$ cat src/tmrc_regs.svh
`ifndef TMRC_REGS_SVH
`define TMRC_REGS_SVH
// register byte offsets
`define TMRC_OFF_CTRL_A   8'h00
`define TMRC_OFF_CTRL_B   8'h04
`define TMRC_OFF_COUNT    8'h08
`define TMRC_OFF_CMP_A    8'h0c
`define TMRC_OFF_CMP_B    8'h10
`define TMRC_OFF_FLAG     8'h14
`define TMRC_OFF_MASK     8'h18
`define TMRC_OFF_ASYNC    8'h1c
`define TMRC_OFF_POWER    8'h20
// field positions
`define TMRC_CA_WGM0      0
`define TMRC_CA_WGM1      1
`define TMRC_CA_COMB_LO   4
`define TMRC_CA_COMA_LO   6
`define TMRC_CB_CS_LO     0
`define TMRC_CB_WGM2      3
`define TMRC_FL_OVF       0
`define TMRC_FL_MA        1
`define TMRC_FL_MB        2
`define TMRC_AS_SEL       5
`define TMRC_PW_OFF       0
// values
`define TMRC_BOTTOM       8'h00
`define TMRC_MAX          8'hff
`define TMRC_RESP_OKAY    2'b00
`define TMRC_RESP_SLVERR  2'b10
`define TMRC_WGM_NORMAL   3'h0
`define TMRC_WGM_PC_MAX   3'h1
`define TMRC_WGM_CTC      3'h2
`define TMRC_WGM_FP_MAX   3'h3
`define TMRC_WGM_PC_OCR   3'h5
`define TMRC_WGM_FP_OCR   3'h7
`define TMRC_CS_STOP      3'h0
`endif

$ cat src/tmrc_pkg.sv
package tmrc_pkg;
	typedef struct packed {
		logic [1:0] com_a;
		logic [1:0] com_b;
		logic [2:0] wgm;
		logic [2:0] cs;
	} tmrc_cfg_s;
	typedef struct packed {
		logic ovf;
		logic ma;
		logic mb;
	} tmrc_evt_s;
endpackage

$ cat src/tmrc_core.sv
// Implementation choices: the placing of the registers and register access over AXI4-Lite.
`timescale 1ns/1ns
`include "tmrc_regs.svh"
// Overview of operation
// - counter and both compare registers are 8-bit, software readable and writable
// - every request appears in the flag register whatever its mask bit; the mask gates only irq_out
// - clock select zero stops the counter, no timer ticks
// - tick from system clock, or from oscillator pin when async select set
// - counter readable and writable whether a tick is present or not
// - software write to counter beats clear and count
// - each tick clears, increments or decrements counter by one per mode
// - bottom is signalled when counter becomes zero
// - maximum is reached when counter becomes 0xff
// - top is the fixed maximum or compare value A, by mode
// - waveform mode is two bits of control A plus one of control B
// - overflow flag set at a mode-dependent point, usable as interrupt
// - compare registers double-buffered in pwm modes only, and compared every cycle
// - match on channel A or B sets that channel's flag
// - compare output mode bits never change the counting sequence
// - output mode inverts pwm, or sets, clears, toggles in non-pwm modes
// - mode zero counts up, wraps max to zero, overflow when zero
// - mode two clears on match A, compare A not buffered
// - fast pwm counts up to max (mode 3) or A (mode 7), overflow at top
// - modes one and five count up and down, overflow at bottom
module tmrc_core
	import tmrc_pkg::*;
(
	input  wire logic        clk_sys_in,     // system clock
	input  wire logic        rst_n_in,       // sync reset, active low
	input  wire logic        osc_pin_in,     // oscillator clock pin, asynchronous
	input  wire logic [7:0]  s_axi_awaddr,   // write address
	input  wire logic        s_axi_awvalid,  // write address valid
	output logic             s_axi_awready,  // write address ready
	input  wire logic [31:0] s_axi_wdata,    // write data
	input  wire logic [3:0]  s_axi_wstrb,    // write strobes
	input  wire logic        s_axi_wvalid,   // write data valid
	output logic             s_axi_wready,   // write data ready
	output logic [1:0]       s_axi_bresp,    // write response
	output logic             s_axi_bvalid,   // write response valid
	input  wire logic        s_axi_bready,   // write response ready
	input  wire logic [7:0]  s_axi_araddr,   // read address
	input  wire logic        s_axi_arvalid,  // read address valid
	output logic             s_axi_arready,  // read address ready
	output logic [31:0]      s_axi_rdata,    // read data
	output logic [1:0]       s_axi_rresp,    // read response
	output logic             s_axi_rvalid,   // read data valid
	input  wire logic        s_axi_rready,   // read data ready
	output logic             irq_out,        // masked request level
	output logic             wave_out_a,     // compare output a
	output logic             wave_out_b      // compare output b
);
	// software state
	logic [7:0]  ctrl_a_r, ctrl_b_r, count_value_r, cmp_a_r, cmp_b_r, cmp_a_buf_r, cmp_b_buf_r;
	logic [2:0]  irq_flag_r, irq_mask_r;
	logic        async_sel_r, power_off_r, dir_down_r;
	logic [7:0]  awaddr_r, araddr_r;
	logic [31:0] wdata_r;
	logic [3:0]  wstrb_r;
	logic        aw_full_r, w_full_r;
	logic [31:0] rdata_r;
	logic [1:0]  rresp_r, bresp_r;
	logic        rvalid_r, bvalid_r;
	logic        osc_s1_r, osc_s2_r, osc_s3_r;
	logic        wave_a_r, wave_b_r;
	logic [7:0]  count_nxt;
	logic        dir_nxt;
	tmrc_cfg_s   cfg;
	tmrc_evt_s   evt;

	function automatic logic hit(input logic [7:0] a, input logic [7:0] off);
		hit = (a[7:2] == off[7:2]);
	endfunction

	// configuration fields; mode bits alone steer counting
	assign cfg.wgm   = {ctrl_b_r[`TMRC_CB_WGM2], ctrl_a_r[`TMRC_CA_WGM1],
		ctrl_a_r[`TMRC_CA_WGM0]};
	assign cfg.cs    = ctrl_b_r[`TMRC_CB_CS_LO +: 3];
	assign cfg.com_a = ctrl_a_r[`TMRC_CA_COMA_LO +: 2];
	assign cfg.com_b = ctrl_a_r[`TMRC_CA_COMB_LO +: 2];

	// mode decode
	wire mode_pc   = (cfg.wgm == `TMRC_WGM_PC_MAX) || (cfg.wgm == `TMRC_WGM_PC_OCR);
	wire mode_fp   = (cfg.wgm == `TMRC_WGM_FP_MAX) || (cfg.wgm == `TMRC_WGM_FP_OCR);
	wire mode_ctc  = (cfg.wgm == `TMRC_WGM_CTC);
	wire top_is_a  = (cfg.wgm == `TMRC_WGM_PC_OCR) || (cfg.wgm == `TMRC_WGM_FP_OCR);
	wire buffered  = mode_pc || mode_fp;
	// ctc compares against live register so a new top takes effect at once
	wire [7:0] cmp_a_eff = buffered ? cmp_a_buf_r : cmp_a_r;
	wire [7:0] cmp_b_eff = buffered ? cmp_b_buf_r : cmp_b_r;
	wire [7:0] top_val   = top_is_a ? cmp_a_eff : `TMRC_MAX;
	wire at_top    = (count_value_r == top_val);
	wire at_bottom = (count_value_r == `TMRC_BOTTOM);
	wire at_max    = (count_value_r == `TMRC_MAX);
	wire match_a   = (count_value_r == cmp_a_eff);
	wire match_b   = (count_value_r == cmp_b_eff);

	// tick source: oscillator edge is synchronised first, no prescaler kept
	wire osc_rise  = osc_s2_r & ~osc_s3_r;
	wire tick      = ~power_off_r && (cfg.cs != `TMRC_CS_STOP) &&
		(async_sel_r ? osc_rise : 1'b1);

	// axi write handshake
	wire wr_go     = aw_full_r && w_full_r && !bvalid_r;
	wire wr_count  = wr_go && hit(awaddr_r, `TMRC_OFF_COUNT) && wstrb_r[0];
	wire wr_flag   = wr_go && hit(awaddr_r, `TMRC_OFF_FLAG) && wstrb_r[0];
	assign s_axi_awready = !aw_full_r;
	assign s_axi_wready  = !w_full_r;
	assign s_axi_bvalid  = bvalid_r;
	assign s_axi_bresp   = bresp_r;
	assign s_axi_arready = !rvalid_r;
	assign s_axi_rvalid  = rvalid_r;
	assign s_axi_rdata   = rdata_r;
	assign s_axi_rresp   = rresp_r;

	// counter sequencing
	always_comb begin
		count_nxt = count_value_r;
		dir_nxt   = dir_down_r;
		if (tick) begin
			if (mode_pc) begin
				if (!dir_down_r && at_top) begin
					dir_nxt   = 1'b1;
					count_nxt = count_value_r - 8'h01;
				end else if (dir_down_r && at_bottom) begin
					dir_nxt   = 1'b0;
					count_nxt = count_value_r + 8'h01;
				end else begin
					count_nxt = dir_down_r ? count_value_r - 8'h01 : count_value_r + 8'h01;
				end
			end else if ((mode_ctc && match_a) || (mode_fp && at_top)) begin
				dir_nxt   = 1'b0;
				count_nxt = `TMRC_BOTTOM;
			end else begin
				dir_nxt   = 1'b0;
				count_nxt = count_value_r + 8'h01;
			end
		end
		if (wr_count)
			count_nxt = wdata_r[7:0];
	end

	// events per tick
	assign evt.ovf = tick && (mode_pc ? (dir_down_r && count_value_r == 8'h01) :
		mode_fp ? at_top : at_max);
	assign evt.ma  = tick && match_a;
	assign evt.mb  = tick && match_b;
	assign irq_out = |(irq_flag_r & irq_mask_r);

	// synchroniser; first stage read only by second
	always_ff @(posedge clk_sys_in) begin
		osc_s1_r <= osc_pin_in;
		osc_s2_r <= osc_s1_r;
		osc_s3_r <= osc_s2_r;
	end

	// counter and flags; hardware set wins over write-one clear
	always_ff @(posedge clk_sys_in) begin
		if (!rst_n_in) begin
			count_value_r <= `TMRC_BOTTOM;
			dir_down_r    <= 1'b0;
			irq_flag_r    <= 3'h0;
		end else begin
			count_value_r <= count_nxt;
			dir_down_r    <= dir_nxt;
			irq_flag_r    <= (irq_flag_r & ~(wr_flag ? wdata_r[2:0] : 3'h0)) |
				{evt.mb, evt.ma, evt.ovf};
		end
	end

	// buffered compare update at top (fast) or top turn (phase correct)
	wire buf_load = !buffered || (tick && at_top && (mode_fp || !dir_down_r));
	always_ff @(posedge clk_sys_in) begin
		if (!rst_n_in) begin
			cmp_a_buf_r <= `TMRC_BOTTOM;
			cmp_b_buf_r <= `TMRC_BOTTOM;
		end else if (buf_load) begin
			cmp_a_buf_r <= cmp_a_r;
			cmp_b_buf_r <= cmp_b_r;
		end
	end

	// waveform outputs, per channel
	function automatic logic wave_next(input logic cur, input logic [1:0] com,
		input logic m);
		wave_next = cur;
		// non-inverted pwm clears on match and sets at top; toggle falls through
		if (mode_fp && com != 2'h1) begin
			if (tick && at_top)
				wave_next = ~com[0];
			else if (m)
				wave_next = com[0];
		end else if (mode_pc) begin
			if (m)
				wave_next = dir_down_r ^ com[0];
		end else if (m) begin
			wave_next = (com == 2'b01) ? ~cur : (com == 2'b11);
		end
		if (com == 2'b00)
			wave_next = 1'b0;
	endfunction
	always_ff @(posedge clk_sys_in) begin
		if (!rst_n_in) begin
			wave_a_r <= 1'b0;
			wave_b_r <= 1'b0;
		end else begin
			wave_a_r <= wave_next(wave_a_r, cfg.com_a, evt.ma);
			wave_b_r <= wave_next(wave_b_r, cfg.com_b, evt.mb);
		end
	end
	assign wave_out_a = wave_a_r;
	assign wave_out_b = wave_b_r;

	// axi write channel capture
	always_ff @(posedge clk_sys_in) begin
		if (!rst_n_in) begin
			aw_full_r <= 1'b0;
			w_full_r  <= 1'b0;
			bvalid_r  <= 1'b0;
			bresp_r   <= `TMRC_RESP_OKAY;
			awaddr_r  <= 8'h00;
			wdata_r   <= 32'h0;
			wstrb_r   <= 4'h0;
		end else begin
			if (s_axi_awvalid && !aw_full_r) begin
				aw_full_r <= 1'b1;
				awaddr_r  <= s_axi_awaddr;
			end
			if (s_axi_wvalid && !w_full_r) begin
				w_full_r <= 1'b1;
				wdata_r  <= s_axi_wdata;
				wstrb_r  <= s_axi_wstrb;
			end
			if (wr_go) begin
				aw_full_r <= 1'b0;
				w_full_r  <= 1'b0;
				bvalid_r  <= 1'b1;
				bresp_r   <= (awaddr_r > `TMRC_OFF_POWER) ? `TMRC_RESP_SLVERR : `TMRC_RESP_OKAY;
			end else if (s_axi_bready)
				bvalid_r <= 1'b0;
		end
	end

	// register writes; low byte lane only carries data
	wire wr_lane = wr_go && wstrb_r[0];
	always_ff @(posedge clk_sys_in) begin
		if (!rst_n_in) begin
			ctrl_a_r    <= 8'h00;
			ctrl_b_r    <= 8'h00;
			cmp_a_r     <= 8'h00;
			cmp_b_r     <= 8'h00;
			irq_mask_r  <= 3'h0;
			async_sel_r <= 1'b0;
			power_off_r <= 1'b0;
		end else if (wr_lane) begin
			if (hit(awaddr_r, `TMRC_OFF_CTRL_A)) ctrl_a_r <= wdata_r[7:0];
			if (hit(awaddr_r, `TMRC_OFF_CTRL_B)) ctrl_b_r <= wdata_r[7:0];
			if (hit(awaddr_r, `TMRC_OFF_CMP_A))  cmp_a_r  <= wdata_r[7:0];
			if (hit(awaddr_r, `TMRC_OFF_CMP_B))  cmp_b_r  <= wdata_r[7:0];
			if (hit(awaddr_r, `TMRC_OFF_MASK))   irq_mask_r <= wdata_r[2:0];
			if (hit(awaddr_r, `TMRC_OFF_ASYNC))  async_sel_r <= wdata_r[`TMRC_AS_SEL];
			if (hit(awaddr_r, `TMRC_OFF_POWER))  power_off_r <= wdata_r[`TMRC_PW_OFF];
		end
	end

	// read mux
	logic [7:0] rd_byte;
	always_comb begin
		rd_byte = 8'h00;
		if (hit(s_axi_araddr, `TMRC_OFF_CTRL_A)) rd_byte = ctrl_a_r;
		if (hit(s_axi_araddr, `TMRC_OFF_CTRL_B)) rd_byte = ctrl_b_r;
		if (hit(s_axi_araddr, `TMRC_OFF_COUNT))  rd_byte = count_value_r;
		if (hit(s_axi_araddr, `TMRC_OFF_CMP_A))  rd_byte = cmp_a_r;
		if (hit(s_axi_araddr, `TMRC_OFF_CMP_B))  rd_byte = cmp_b_r;
		if (hit(s_axi_araddr, `TMRC_OFF_FLAG))   rd_byte = {5'h00, irq_flag_r};
		if (hit(s_axi_araddr, `TMRC_OFF_MASK))   rd_byte = {5'h00, irq_mask_r};
		if (hit(s_axi_araddr, `TMRC_OFF_ASYNC))  rd_byte = {2'h0, async_sel_r, 5'h00};
		if (hit(s_axi_araddr, `TMRC_OFF_POWER))  rd_byte = {7'h00, power_off_r};
	end
	always_ff @(posedge clk_sys_in) begin
		if (!rst_n_in) begin
			rvalid_r <= 1'b0;
			rdata_r  <= 32'h0;
			rresp_r  <= `TMRC_RESP_OKAY;
		end else if (s_axi_arvalid && !rvalid_r) begin
			rvalid_r <= 1'b1;
			rdata_r  <= {24'h0, rd_byte};
			rresp_r  <= (s_axi_araddr > `TMRC_OFF_POWER) ? `TMRC_RESP_SLVERR : `TMRC_RESP_OKAY;
		end else if (s_axi_rready)
			rvalid_r <= 1'b0;
	end

	// checks
	property p_stop_holds;
		@(posedge clk_sys_in) disable iff (!rst_n_in)
		(cfg.cs == `TMRC_CS_STOP && !wr_count) |=> $stable(count_value_r);
	endproperty
	a_stop_holds: assert property (p_stop_holds) else $error("counter moved while stopped");
	property p_write_wins;
		@(posedge clk_sys_in) disable iff (!rst_n_in)
		wr_count |=> count_value_r == $past(wdata_r[7:0]);
	endproperty
	a_write_wins: assert property (p_write_wins) else $error("counter write lost");
	property p_normal_wrap;
		@(posedge clk_sys_in) disable iff (!rst_n_in)
		(tick && cfg.wgm == `TMRC_WGM_NORMAL && at_max && !wr_count) |=>
			(count_value_r == `TMRC_BOTTOM && irq_flag_r[`TMRC_FL_OVF]);
	endproperty
	a_normal_wrap: assert property (p_normal_wrap) else $error("normal wrap wrong");
	property p_ctc_clear;
		@(posedge clk_sys_in) disable iff (!rst_n_in)
		(tick && mode_ctc && match_a && !wr_count) |=> count_value_r == `TMRC_BOTTOM;
	endproperty
	a_ctc_clear: assert property (p_ctc_clear) else $error("ctc did not clear");
	property p_match_flag;
		@(posedge clk_sys_in) disable iff (!rst_n_in)
		evt.ma |=> irq_flag_r[`TMRC_FL_MA];
	endproperty
	a_match_flag: assert property (p_match_flag) else $error("match a flag not set");
	property p_irq_gate;
		@(posedge clk_sys_in) disable iff (!rst_n_in)
		(irq_mask_r == 3'h0) |-> !irq_out;
	endproperty
	a_irq_gate: assert property (p_irq_gate) else $error("irq passed mask");
	property p_pc_turn;
		@(posedge clk_sys_in) disable iff (!rst_n_in)
		(tick && mode_pc && !dir_down_r && at_top && !wr_count) |=> dir_down_r;
	endproperty
	a_pc_turn: assert property (p_pc_turn) else $error("no turn at top");
	property p_power_off;
		@(posedge clk_sys_in) disable iff (!rst_n_in)
		(power_off_r && !wr_count) |=> $stable(count_value_r);
	endproperty
	a_power_off: assert property (p_power_off) else $error("counted while powered off");
endmodule

$ cat config.mk
export PLATFORM = sky130hd
export DESIGN_NAME = tmrc_core
export DESIGN_NICKNAME = d
export VERILOG_FILES = /design/src/tmrc_pkg.sv /design/src/tmrc_core.sv
export VERILOG_INCLUDE_DIRS = /design/src
export SDC_FILE = /design/constraint.sdc
export NUM_CORES = 1
export LEC_CHECK = 0
export BUFFER_PORTS_ARGS = -buffer_cell sky130_fd_sc_hd__buf_4
export CORE_MARGIN = 2
export CORE_UTILIZATION = 50
export CTS_CLUSTER_DIAMETER = 100
export DETAILED_ROUTE_END_ITERATION = 10
export PLACE_DENSITY = 0.73
export SLEW_MARGIN = 20
export SYNTH_ARGS = -nofsm -noshare
export SYNTH_HDL_FRONTEND = slang
export SYNTH_SLANG_ARGS = --single-unit
$ cat constraint.sdc
create_clock -name clk_sys_in -period 4.25 [get_ports clk_sys_in]
set_input_delay 1.0625 -clock clk_sys_in [delete_from_list [all_inputs] [get_ports clk_sys_in]]
set_output_delay 1.0625 -clock clk_sys_in [all_outputs]
set_load 0.05 [all_outputs]
; After elaboration in Yosys (flattened, before gate mapping)
; Index checks and enable logic that the tools add are counted.
[word_totals]
ff_bits = 103
inputBits = 60
out_inout_bits = 44
wordCells = 188
[op_classes]
add_sub_neg = 2
magnitude_cmp = 2
eq_ne = 33
mux = 46
bitwise = 14
n_reduce_logical = 64
[ops]
columns = operator, n
row1 = $mux 8, 19
row2 = $eq 6x3->1 const B, 8
row3 = $eq 6x2->1 const B, 4
row4 = $eq 8x8->1, 3
row5 = $logic_and 1x1->1, 24
row6 = $mux 1, 24
row7 = $reduce_and 2->1, 10
row8 = $gt 8x6->1 const B, 2
row9 = $reduce_bool 2->1, 7
row10 = $eq 6x1->1 const B, 2
row11 = $eq 6x4->1 const B, 2
row12 = $logic_not 6->1, 2
row13 = $add 8x1->8 const B, 1
row14 = $eq 8x1->1 const B, 1
row15 = $eq 8x8->1 const B, 1
row16 = $logic_not 8->1, 1
row17 = $sub 8x1->8 const B, 1
row18 = $logic_or 1x1->1, 7
row19 = $not 1->1, 7
row20 = $and 3x3->3, 2
row21 = $eq 3x2->1 const B, 2
row22 = $eq 3x3->1 const B, 2
row23 = $logic_not 1->1, 6
row24 = $reduce_or 2->1, 3
row25 = other kinds (14), 20

; Depth between registers and ports, before layout
; Gate-level depths: netlist of run 1.
[logic_depth]
word_depth = 12
depth_mapped = 11
mapped_depth_nobuf = 9

; Worst setup path before layout of run 1
; Ideal clock, no wire load.
[synth_timing]
path_kind = in2reg
from = input s_axi_araddr[3]
to = register rdata_r[3], in the netlist s_axi_rdata[3]
setup_ns = 0.132
arrival_ns = 2.549
required_time_ns = 4.118
slack_ns = 1.569
cell_stages = 7
n_path_buf = 2
cell_sequence = clkbuf_1 -> clkbuf_1 -> mux2_2 -> a22oi_1 -> nor2_1 -> o21bai_1 -> a21oi_1
[synth_between]
elab_chain_cells = 10
elab_cells_between_ends = 18
cone_classes = eq/ne (8) / mux (9) / reduce/logical (1)
[synth_rtl]
columns = item, line
row1 = "start, declared", tmrc_core.sv:41  ; input wire logic [7:0] s_axi_araddr,
row2 = $logic_not 6->1, tmrc_core.sv:71  ; hit = (a[7:2] == off[7:2]);
row3 = $mux 8, tmrc_core.sv:269  ; if (hit(s_axi_araddr, `TMRC_OFF_CTRL_A)) rd_byte = ctrl_a_r;
row4 = $mux 8, tmrc_core.sv:270  ; if (hit(s_axi_araddr, `TMRC_OFF_CTRL_B)) rd_byte = ctrl_b_r;
row5 = $mux 8, tmrc_core.sv:271  ; if (hit(s_axi_araddr, `TMRC_OFF_COUNT)) rd_byte = count_value_r;
row6 = $mux 8, tmrc_core.sv:272  ; if (hit(s_axi_araddr, `TMRC_OFF_CMP_A)) rd_byte = cmp_a_r;
row7 = $mux 8, tmrc_core.sv:273  ; if (hit(s_axi_araddr, `TMRC_OFF_CMP_B)) rd_byte = cmp_b_r;
row8 = $mux 8, tmrc_core.sv:274  ; if (hit(s_axi_araddr, `TMRC_OFF_FLAG)) rd_byte = {5'h00, irq_flag_r};
row9 = $mux 8, tmrc_core.sv:275  ; if (hit(s_axi_araddr, `TMRC_OFF_MASK)) rd_byte = {5'h00, irq_mask_r};
row10 = $mux 8, tmrc_core.sv:276  ; if (hit(s_axi_araddr, `TMRC_OFF_ASYNC)) rd_byte = {2'h0, async_sel_r, 5'h00};
row11 = $mux 8 (*), tmrc_core.sv:277  ; if (hit(s_axi_araddr, `TMRC_OFF_POWER)) rd_byte = {7'h00, power_off_r};
row12 = "end signal, assigned", tmrc_core.sv:286  ; rdata_r <= {24'h0, rd_byte};
row13 = "end, declared", tmrc_core.sv:60  ; logic [31:0] rdata_r;
; Mark *: on every way between the ends. The rest lies on a longest branch, timed or not.
; A chain may end at the register's enable or synchronous reset.

; Worst setup path after layout of run 1
[layout_timing]
from = register ctrl_a_r[0]
to = register count_value_r[3]
[layout_between]
elab_chain_cells = 12
elab_cells_between_ends = 22
cone_classes = eq/ne (7) / mux (7) / reduce/logical (8)
[layout_rtl]
columns = item, line
row1 = "start, declared", tmrc_core.sv:53  ; logic [7:0] ctrl_a_r, ctrl_b_r, count_value_r, cmp_a_r, cmp_b_r, cmp_a_buf_r, cmp_b_buf_r;
row2 = "start signal, assigned", tmrc_core.sv:255  ; if (hit(awaddr_r, `TMRC_OFF_CTRL_A)) ctrl_a_r <= wdata_r[7:0];
row3 = $eq 3x1->1 (no line) (tied with other cells), --
row4 = $logic_or 1x1->1 (on tied branches), "tmrc_core.sv:82, tmrc_core.sv:83"
row5 = $logic_or 1x1->1, tmrc_core.sv:86  ; wire buffered = mode_pc || mode_fp;
row6 = $mux 8, tmrc_core.sv:88  ; wire [7:0] cmp_a_eff = buffered ? cmp_a_buf_r : cmp_a_r;
row7 = $mux 8 (no line), --
row8 = $eq 8x8->1, tmrc_core.sv:91  ; wire at_top = (count_value_r == top_val);
row9 = $logic_and 1x1->1, tmrc_core.sv:130  ; end else if ((mode_ctc && match_a) || (mode_fp && at_top)) begin
row10 = $logic_or 1x1->1, tmrc_core.sv:130
row11 = $mux 8, tmrc_core.sv:130
row12 = $mux 8 (*), tmrc_core.sv:120  ; if (mode_pc) begin
row13 = $mux 8 (*), tmrc_core.sv:119  ; if (tick) begin
row14 = $mux 8 (*), tmrc_core.sv:138  ; if (wr_count)
row15 = "end signal, assigned", tmrc_core.sv:159  ; count_value_r <= `TMRC_BOTTOM;
row16 = "end signal, assigned", tmrc_core.sv:163  ; count_value_r <= count_nxt;
row17 = "end, declared", tmrc_core.sv:53
; Mark *: on every way between the ends. The rest lies on a longest branch, timed or not. The select of a mux whose other input is x is not followed.

==> results.cfg, run 1 <==
[run_status]
status = completed

[timing]
hold_viol_final = 0
setup_tns_ns = 0
finalSetupViolCount = 0
finalMaxSlewViolations = 0
tightest_slew_ns = 1.11
fin_crit_sh_pct = 81.0
rsz0062_at_grt = no
relSlewSlack_pct = 25.8
fmax_ghz = 0.290
min_period_ns = 3.44
skew_ns = 0.0128

[yosys]
synth_edf_count = 0
muxShareOfSynthArea_pct = 17.6
synth_fa_ha_area_share_pct = 0.686
synth_top_family_by_area = simple AND/OR/NAND/NOR gates
synth-seq-area-share_pct = 36.9
synth.most_common_cell = dfxtp_1
synth_seq_cells = 101
synth-simple-area-share_pct = 20.6
yosys_warnings = 0
synthTopCellsByCount = dfxtp_1 (101), nor2_1 (92), mux2i_1 (77), nand2_1 (62), a21oi_1 (46)
yosys.area.top_type = dfxtp_1
synth_top_area_share_pct = 36.9
yosys-top-cells-area = dfxtp_1 (37%), mux2i_1 (14%), nor2_1 (6.3%)
synth_async_sr_flop_share_pct = 0
synth_compound_area_share_pct = 13.8
synthFlopType = dfxtp_1
synth_area_mm2 = 0.00547
avgSynthCellArea_um2 = 8.47
synth_cell_types = 67
syn_inst = 646
synth-xor-area-share_pct = 1.76

[floorplan]
fp.coreArea_mm2 = 0.0107
die_w_um = 109
initial_core_util_pct = 50.9
num_rows = 38
dieHeight_um = 109
io_pins = 104
die_area_mm2 = 0.0118

[layout]
final_nets = 729
drive_gt1_share_pct = 13.9
diodes = 0
fin_area_mm2 = 0.00597
area_growth_pct = 9.03

[clock_network]
clockRootBuffer = clkbuf_8
cts_tree = yes
cts_resized = 0
clkTransAtPathRegs_ns = 0.11
clk-insertion-delay-late_ns = 0.37
clock-sinks = 101
cts.path.max_buffers = 2
cts_buffers = 9
cts_hold_buf = 0
htreeDepth = 3
cts_setup_buffers = 0

[setup_path]
crit_type = reg -> reg
critical-path-max-stage-delay_ns = 1.07
crit_path_end_kind = flop
cp.buffers_inverters = 0
required_ns = 4.51
cp_top_family = compound AO/OA/AOI/OAI gates
critPathArrivalTime_ns = 3.70
cp_slowest_cell = dfxtp_1
worstPathCellList = nand2_1, a2111o_1, a211oi_2, a21oi_1, nor3_2, nor2_1, a32oi_1, o22ai_1
crit_path_start_kind = flop
crit_fanout = 19

[global_route]
grt_overflow = 0
grt_max_degree = 43
grt_pass1_wl_mm = 22.4
antenna_found_initial = 0
grt_pass1_vias = 4371
grt_use_total_pct = 24.6

[routing]
dr.pass1.iters = 5
wl_per_cell_um = 17.3
drcViolationCount = 0
vias = 4684
drt-total-wl_mm = 14.0
drtIter0Drc = 337
ant_nets = 0
viasPerCell = 5.78

[power_and_ir_drop]
worst_ir_drop_vdd_mv = 0.180
p_total_mw = 1.86
powerDensity_mw_per_mm2 = 312
leakagePower_nw = 2.32

[placed_design]
dpl.hpwl_mm = 10.0
gp_congestion = 0.903
place_area_mm2 = 0.00575
port_buffers = 50

[run]
drv_cap = 0

[hold_path]
hold_path_class = reg -> reg
registers in the layout, summed over array words and instances, names as in the netlist, 3 cells and up:
signal / flops
wdata_r: 8
cmp_a_buf_r: 8
ctrl_b_r: 8
cmp_b_r: 8
irq_flag_r: 3
ctrl_a_r: 8
count_value_r: 8
cmp_a_r: 8
cmp_b_buf_r: 8
s_axi_rdata: 8
awaddr_r: 8
irq_mask_r: 3
where the power goes:
group / total [mW] / internal [mW] / leakage (nW) / switching, mW
logic: 0.205 / 0.0634 / 1.40 / 0.141
clock network: 0.659 / 0.300 / 0.110 / 0.359
registers: 1.00 / 0.964 / 0.818 / 0.0367
total: 1.86 / 1.33 / 2.32 / 0.537
stage by stage:
step / std cells / hold slack [ns] / utilization, % / worst slack, ns
2_1_floorplan: 671 / 0.310 / - / 1.57
3_3_place_gp: 795 / 0.313 / 53.5 / 1.00
3_5_place_dp: 795 / 0.316 / 53.5 / 0.849
4_1_cts: 811 / 0.340 / 55.5 / 0.875
5_1_grt: 811 / 0.344 / 55.5 / 0.530
6_report: 811 / 0.336 / 55.5 / 0.807
worst paths after layout:
kind              slack [ns]   startpoint  cells past startpoint                to
setup / recovery        0.81  ctrl_a_r[0]                      8  count_value_r[3]
hold / removal          0.34     osc_s1_r                      0          osc_s2_r
setup reg to reg        0.81  ctrl_a_r[0]                      8  count_value_r[3]
hold reg to reg         0.34     osc_s1_r                      0          osc_s2_r
worst register-to-register path, cell delays in order (launching register included):
cell and delay, ns:
dfxtp_1 1.07, nand2_1 0.22, a2111o_1 0.44, a211oi_2 0.28
a21oi_1 0.12, nor3_2 0.58, nor2_1 0.29, a32oi_1 0.25
o22ai_1 0.10
layout by cell type (no fill, tap or decap), types with 4 or more instances in the layout:
cell and count:
nor4_1 7, mux2i_1 77, nand2_1 62, nand3_1 23
nor2b_1 10, o31ai_1 4, or3_1 4, nor2_1 92
nor3_1 10, a31oi_1 7, nand3b_1 5, clkbuf_8 10
nand4_1 5, buf_4 56, nand2b_1 5, o22ai_1 6
conb_1 26, xnor2_1 8, dfxtp_1 101, inv_1 13
a21oi_1 46, mux4_2 7, o21ai_0 15
cell type report:
class | count | area [um^2]
fillers | 1008 | 4780
multi-input cells | 484 | 3080
flip-flops and latches | 101 | 2020
repair buffers | 56 | 420
well taps | 140 | 175
clock buffers | 10 | 138
clock inverters | 6 | 78.8
inverters | 14 | 52.6
metal layers:
metal  vias up  GRT usage, %  share of wire [%]
met1      2224          33.3                 44
met5         -             0                  0
met4         0          8.33                1.6
met3        17          3.47                6.9
met2       182          40.2                 47
li1       2261             -                  -
cell families after synthesis:
kind of cell | count (synthesis)
and+or+nand+nor | 240
AOI/OAI and AO/OA | 117
DFF | 101
muxes | 87
buffers and inverters | 86
xor gates and xnor gates | 11
adders and majority gates | 3
other | 1
No activity file was read; power rests on OpenSTA's default activity.
==> inputs of run 2 (changes only) <==
Settings changed: ABC_AREA from default to 1.
Clock period 4.25 ns to 3.57 ns, I/O delays scaled along.
==> results.cfg, run 2 <==
[run_status]
status = completed

[power_and_ir_drop]
worst_ir_drop_vdd_mv = 0.294
internal-power_mw = 1.70
clockPowerShare_pct = 39.8
powerDensity_mw_per_mm2 = 370
swShare_pct = 28.1
power.share.sequential_pct = 50.0
leakagePower_nw = 2.82
comb_power_share_pct = 10.2
p_switching_mw = 0.665

[floorplan]
die_w_um = 112
io_pins = 104
fp.coreArea_mm2 = 0.0114
dieHeight_um = 112
initial_core_util_pct = 50.9
die_area_mm2 = 0.0124
num_rows = 39

[clock_network]
clockRootBuffer = clkbuf_16
cts.path.max_buffers = 2
htreeDepth = 3
cts_tree = yes
cts_resized = 0
cts_setup_buffers = 0
cts_buffers = 9
clkTransAtPathRegs_ns = 0.07
cts_hold_buf = 0
clk-insertion-delay-late_ns = 0.34
clock-sinks = 101

[routing]
drt-total-wl_mm = 16.1
route.met3.wl_mm = 1.19
vias = 5697
drcViolationCount = 0
drtIter0Drc = 691
wl_met2_mm = 7.51
viasPerCell = 5.45
ant_nets = 0
dr.pass1.iters = 5
top_layer_used = met4
drt-met1-wl_mm = 6.85
wl_per_cell_um = 15.4

[layout]
layout_commonest_cell = nand2_1
utilization_pct = 56.2
final_nets = 961
drive_gt1_share_pct = 12.3
fillerInstances = 1145
mostFrequentLayoutCells = nand2_1 (178), dfxtp_1 (101), nor2_1 (90)
fin_cells = 1046
area_growth_pct = 10.4
diodes = 0

[setup_path]
crit_path_end_kind = flop
crit_path_start_kind = flop
cp_slowest_cell = dfxtp_1
r2r_slack_ns = 0.75
crit_type = reg -> reg
crit_fanout = 16
critical-path-max-stage-delay_ns = 0.68
crit_path_frequent_cell = nand2_1
worstPathCellList = inv_2, nand2_1, nand2_2, nand2_1, nand2_1, nor2_1, nand2_2, nand2_4, nand3_4, a21oi_4, buf_4, o21ai_1, a21oi_2
required_ns = 3.86
critPathArrivalTime_ns = 3.10
cp_top_family = simple AND/OR/NAND/NOR gates
cp.buffers_inverters = 2

[timing]
skew_ns = 0.00823
fin_ws_ns = 0.754
tightest_slew_ns = 0.662
relSlewSlack_pct = 55.9
fin_crit_sh_pct = 78.9
rsz0062_at_grt = no
finalSetupViolCount = 0
fmax_ghz = 0.355
min_period_ns = 2.82
setup_tns_ns = 0
finalMaxSlewViolations = 0
hold_viol_final = 0

[yosys]
synth_top_area_share_pct = 35.0
avgSynthCellArea_um2 = 6.67
synthTopCellsByCount = nand2_1 (178), dfxtp_1 (101), nor2_1 (90), o21ai_0 (88), inv_1 (83)
synth_edf_count = 0
synth-seq-area-share_pct = 35.0
yosys.area.top_type = dfxtp_1
synth_seq_cells = 101
synth_async_sr_flop_share_pct = 0
synth_cell_types = 45
synth_area_mm2 = 0.00578
yosys-top-cells-area = dfxtp_1 (35%), nand2_1 (12%), o21ai_0 (7.6%)
yosys_warnings = 0
synth.most_common_cell = nand2_1
synthFlopType = dfxtp_1
syn_inst = 867

[placed_design]
dpl.hpwl_mm = 11.6
placedCellCount = 1030
gp_congestion = 0.927
dpl_worst_slack_ns = 0.814
port_buffers = 50

[global_route]
grt_overflow = 0
grt_use_total_pct = 25.6
grt_max_degree = 75
grt_pass1_wl_mm = 26.0
antenna_found_initial = 0
grt_pass1_vias = 5196

[run]
drv_cap = 0

[hold_path]
hold_path_class = reg -> reg
run 2: logic make-up (layout without fill, tap and decap cells):
| group | after synthesis | in the layout | share of synthesized area, % |
|---|---|---|---|
| AND/OR/NAND/NOR | 380 | 380 | 29.0 |
| AO/OA/AOI/OAI | 214 | 214 | 20.2 |
| flip-flops | 101 | 101 | 35.0 |
| adder cells (fa/ha/maj) | 3 | 3 | 0.649 |
| other | 1 | 26 | 0.0648 |
| buffers and inverters | 152 | 163 | 12.7 |
| XOR/XNOR | 16 | 16 | 2.42 |
run 2: final cells by class:
type | instances | area [um^2] | area share (%)
multi-input combinational | 639 | 3120 | 48.9
sequential | 101 | 2020 | 31.7
timing repair buffer | 56 | 433 | 6.78
inverter | 91 | 344 | 5.39
clock buffer | 9 | 225 | 3.53
tap | 143 | 179 | 2.80
clock inverter | 7 | 60.1 | 0.941
run 2: path summary, 6_finish.rpt:
kind / start / endpoint / cells past startpoint
setup / recovery: ctrl_a_r[0] / cmp_a_buf_r[7] / 13
hold reg to reg: osc_s1_r / osc_s2_r / 0
hold / removal: osc_s1_r / osc_s2_r / 0
setup reg to reg: ctrl_a_r[0] / cmp_a_buf_r[7] / 13
run 2: power groups by stage:
| stage | Sequential, mW | Combinational, mW | Clock [mW] |
|---|---|---|---|
| 2_1_floorplan | 1.21 | 0.188 | 0 |
| 3_3_place_gp | 1.21 | 0.239 | 0 |
| 3_5_place_dp | 1.21 | 0.241 | 0 |
| 4_1_cts | 1.18 | 0.241 | 0.946 |
| 5_1_grt | 1.18 | 0.263 | 0.987 |
| 6_report | 1.18 | 0.242 | 0.940 |
run 2: per-layer routing:
metal / vias up / GRT usage [%]
met5: - / 0
met4: 0 / 9.88
met3: 47 / 3.10
met2: 235 / 43.0
met1: 2555 / 33.9
li1: 2860 / -
run 2: through the flow:
stage               power [mW]  hold slack (ns)  cell area [um^2]
floorplan                 1.39            0.310              5880
global placement          1.44            0.314              6100
detailed placement        1.45            0.320              6100
CTS                       2.37            0.345              6380
global route              2.43            0.350              6380
finish                    2.36            0.339              6380
==> inputs of run 3 (changes only) <==
Clock period 3.57 ns to 2.7 ns, I/O delays scaled along.
==> results.cfg, run 3 (synthesized netlist as in run 2, its figures left out) <==
[floorplan]
initial_core_util_pct = 50.9
die_area_mm2 = 0.0124
io_pins = 104
dieHeight_um = 112
fp.coreArea_mm2 = 0.0114
num_rows = 39
die_w_um = 112

[layout]
multi_input_area_mm2 = 0.00312
fin_cells = 1060
layout_commonest_cell = nand2_1
fillerInstances = 1134
final_nets = 975
mostFrequentLayoutCells = nand2_1 (178), dfxtp_1 (100), nor2_1 (90)
diodes = 0
seqCellArea_mm2 = 0.00202
area_growth_pct = 13.0
fin_area_mm2 = 0.00653
drive_gt1_share_pct = 13.7

[routing]
vias = 5778
drtIter0Drc = 496
ant_nets = 0
dr.pass1.iters = 6
viasPerCell = 5.45
wl_per_cell_um = 15.6
drcViolationCount = 0
drt-total-wl_mm = 16.5

[run_status]
status = completed

[setup_path]
cp_top_family = simple AND/OR/NAND/NOR gates
rr_worst_depth = 13
critical-path-max-stage-delay_ns = 0.61
r2r_start = count_value_r[1]
worstPathCellList = inv_1, o21ai_0, nand2_1, inv_1, nand2_1, nor2_1, nand3_1, nand2_1, nand2_1, nand2_1, nand3_1, nand2_1, a21oi_1
critPathArrivalTime_ns = 2.62
crit_path_end_kind = flop
crit_path_start_kind = flop
r2r-end = count_value_r[3]
cp_slowest_cell = dfxtp_1
crit_fanout = 8
crit_type = reg -> reg
cp.buffers_inverters = 2
required_ns = 2.94
r2r_slack_ns = 0.32
crit_path_frequent_cell = nand2_1

[clock_network]
cts_setup_buffers = 0
clockRootBuffer = clkbuf_16
clkTransAtPathRegs_ns = 0.07
cts_hold_buf = 0
cts.path.max_buffers = 2
htreeDepth = 3
clk-insertion-delay-late_ns = 0.35
cts_tree = yes
cts_buffers = 9
clock-sinks = 101
cts_resized = 0

[hold_path]
min_to = osc_s2_r
holdPathStages = 0
hp-start = osc_s1_r
hold_path_class = reg -> reg

[placed_design]
placedCellCount = 1044
dpl.hpwl_mm = 12.4
port_buffers = 50
place_area_mm2 = 0.00620
gp_congestion = 0.967

[timing]
hold_viol_final = 0
relSlewSlack_pct = 61.6
rsz0062_at_grt = no
whs_ns = 0.340
setup_tns_ns = 0
tightest_slew_ns = 0.573
min_period_ns = 2.38
skew_ns = 0.00679
fin_crit_sh_pct = 88.1
finalSetupViolCount = 0
fmax_ghz = 0.420
finalMaxSlewViolations = 0

[global_route]
grt_max_degree = 45
grt_pass1_vias = 5162
grt_pass1_wl_mm = 26.3
grt_overflow = 0
grt_use_total_pct = 26.5
antenna_found_initial = 0

[power_and_ir_drop]
powerDensity_mw_per_mm2 = 508
worst_ir_drop_vdd_mv = 0.462
leakagePower_nw = 2.93
p_total_mw = 3.32

[run]
drv_cap = 0
==> run 3: cell types whose count changed in the layout (fill, tap and decap cells not counted), sizes merged <==
cell / change
clkinvlp: -2
buf: +14
bufinv: +2
inv: +2
clkinv: -2
==> run 3: metal layers <==
layer	vias to the layer above	share of wire, %	track usage [%]
met5	-	0	0
met4	0	3.4	10.5
met3	50	5.9	5.06
met2	212	46	42.8
met1	2615	44	35.0
li1	2901	-	-
==> run 3: how the worst max path moves through the flow <==
stage	start	end	slack [ns]	cells after the start
finish	count_value_r[1]	count_value_r[3]	0.32	13
global route	count_value_r[1]	count_value_r[4]	0.09	14
CTS	ctrl_a_r[0]	cmp_a_buf_r[0]	0.22	13
detailed placement	ctrl_a_r[0]	cmp_a_buf_r[0]	0.24	13
global placement	ctrl_a_r[0]	cmp_a_buf_r[0]	0.27	13
floorplan	s_axi_bvalid	count_value_r[7]	0.80	11
==> run 3: final cells by class <==
type                    count  area share [%]
flip-flops and latches    101            31.0
multi-input cells         639            47.8
well taps                 143            2.74
inverters                  91            5.27
clock buffers               9            3.45
repair buffers             70            8.23
clock inverters             7            1.57
==> run 3: per-stage QoR <==
stage,utilization [%],worst slack [ns]
floorplan,-,0.803
global placement,54.6,0.271
detailed placement,54.6,0.238
CTS,57.5,0.225
global route,57.5,0.0857
finish,57.5,0.322
==> run 3: power by group <==
group	total [mW]	internal, mW	switching (mW)
logic	0.325	0.0849	0.241
registers	1.56	1.52	0.0373
clock network	1.43	0.828	0.603
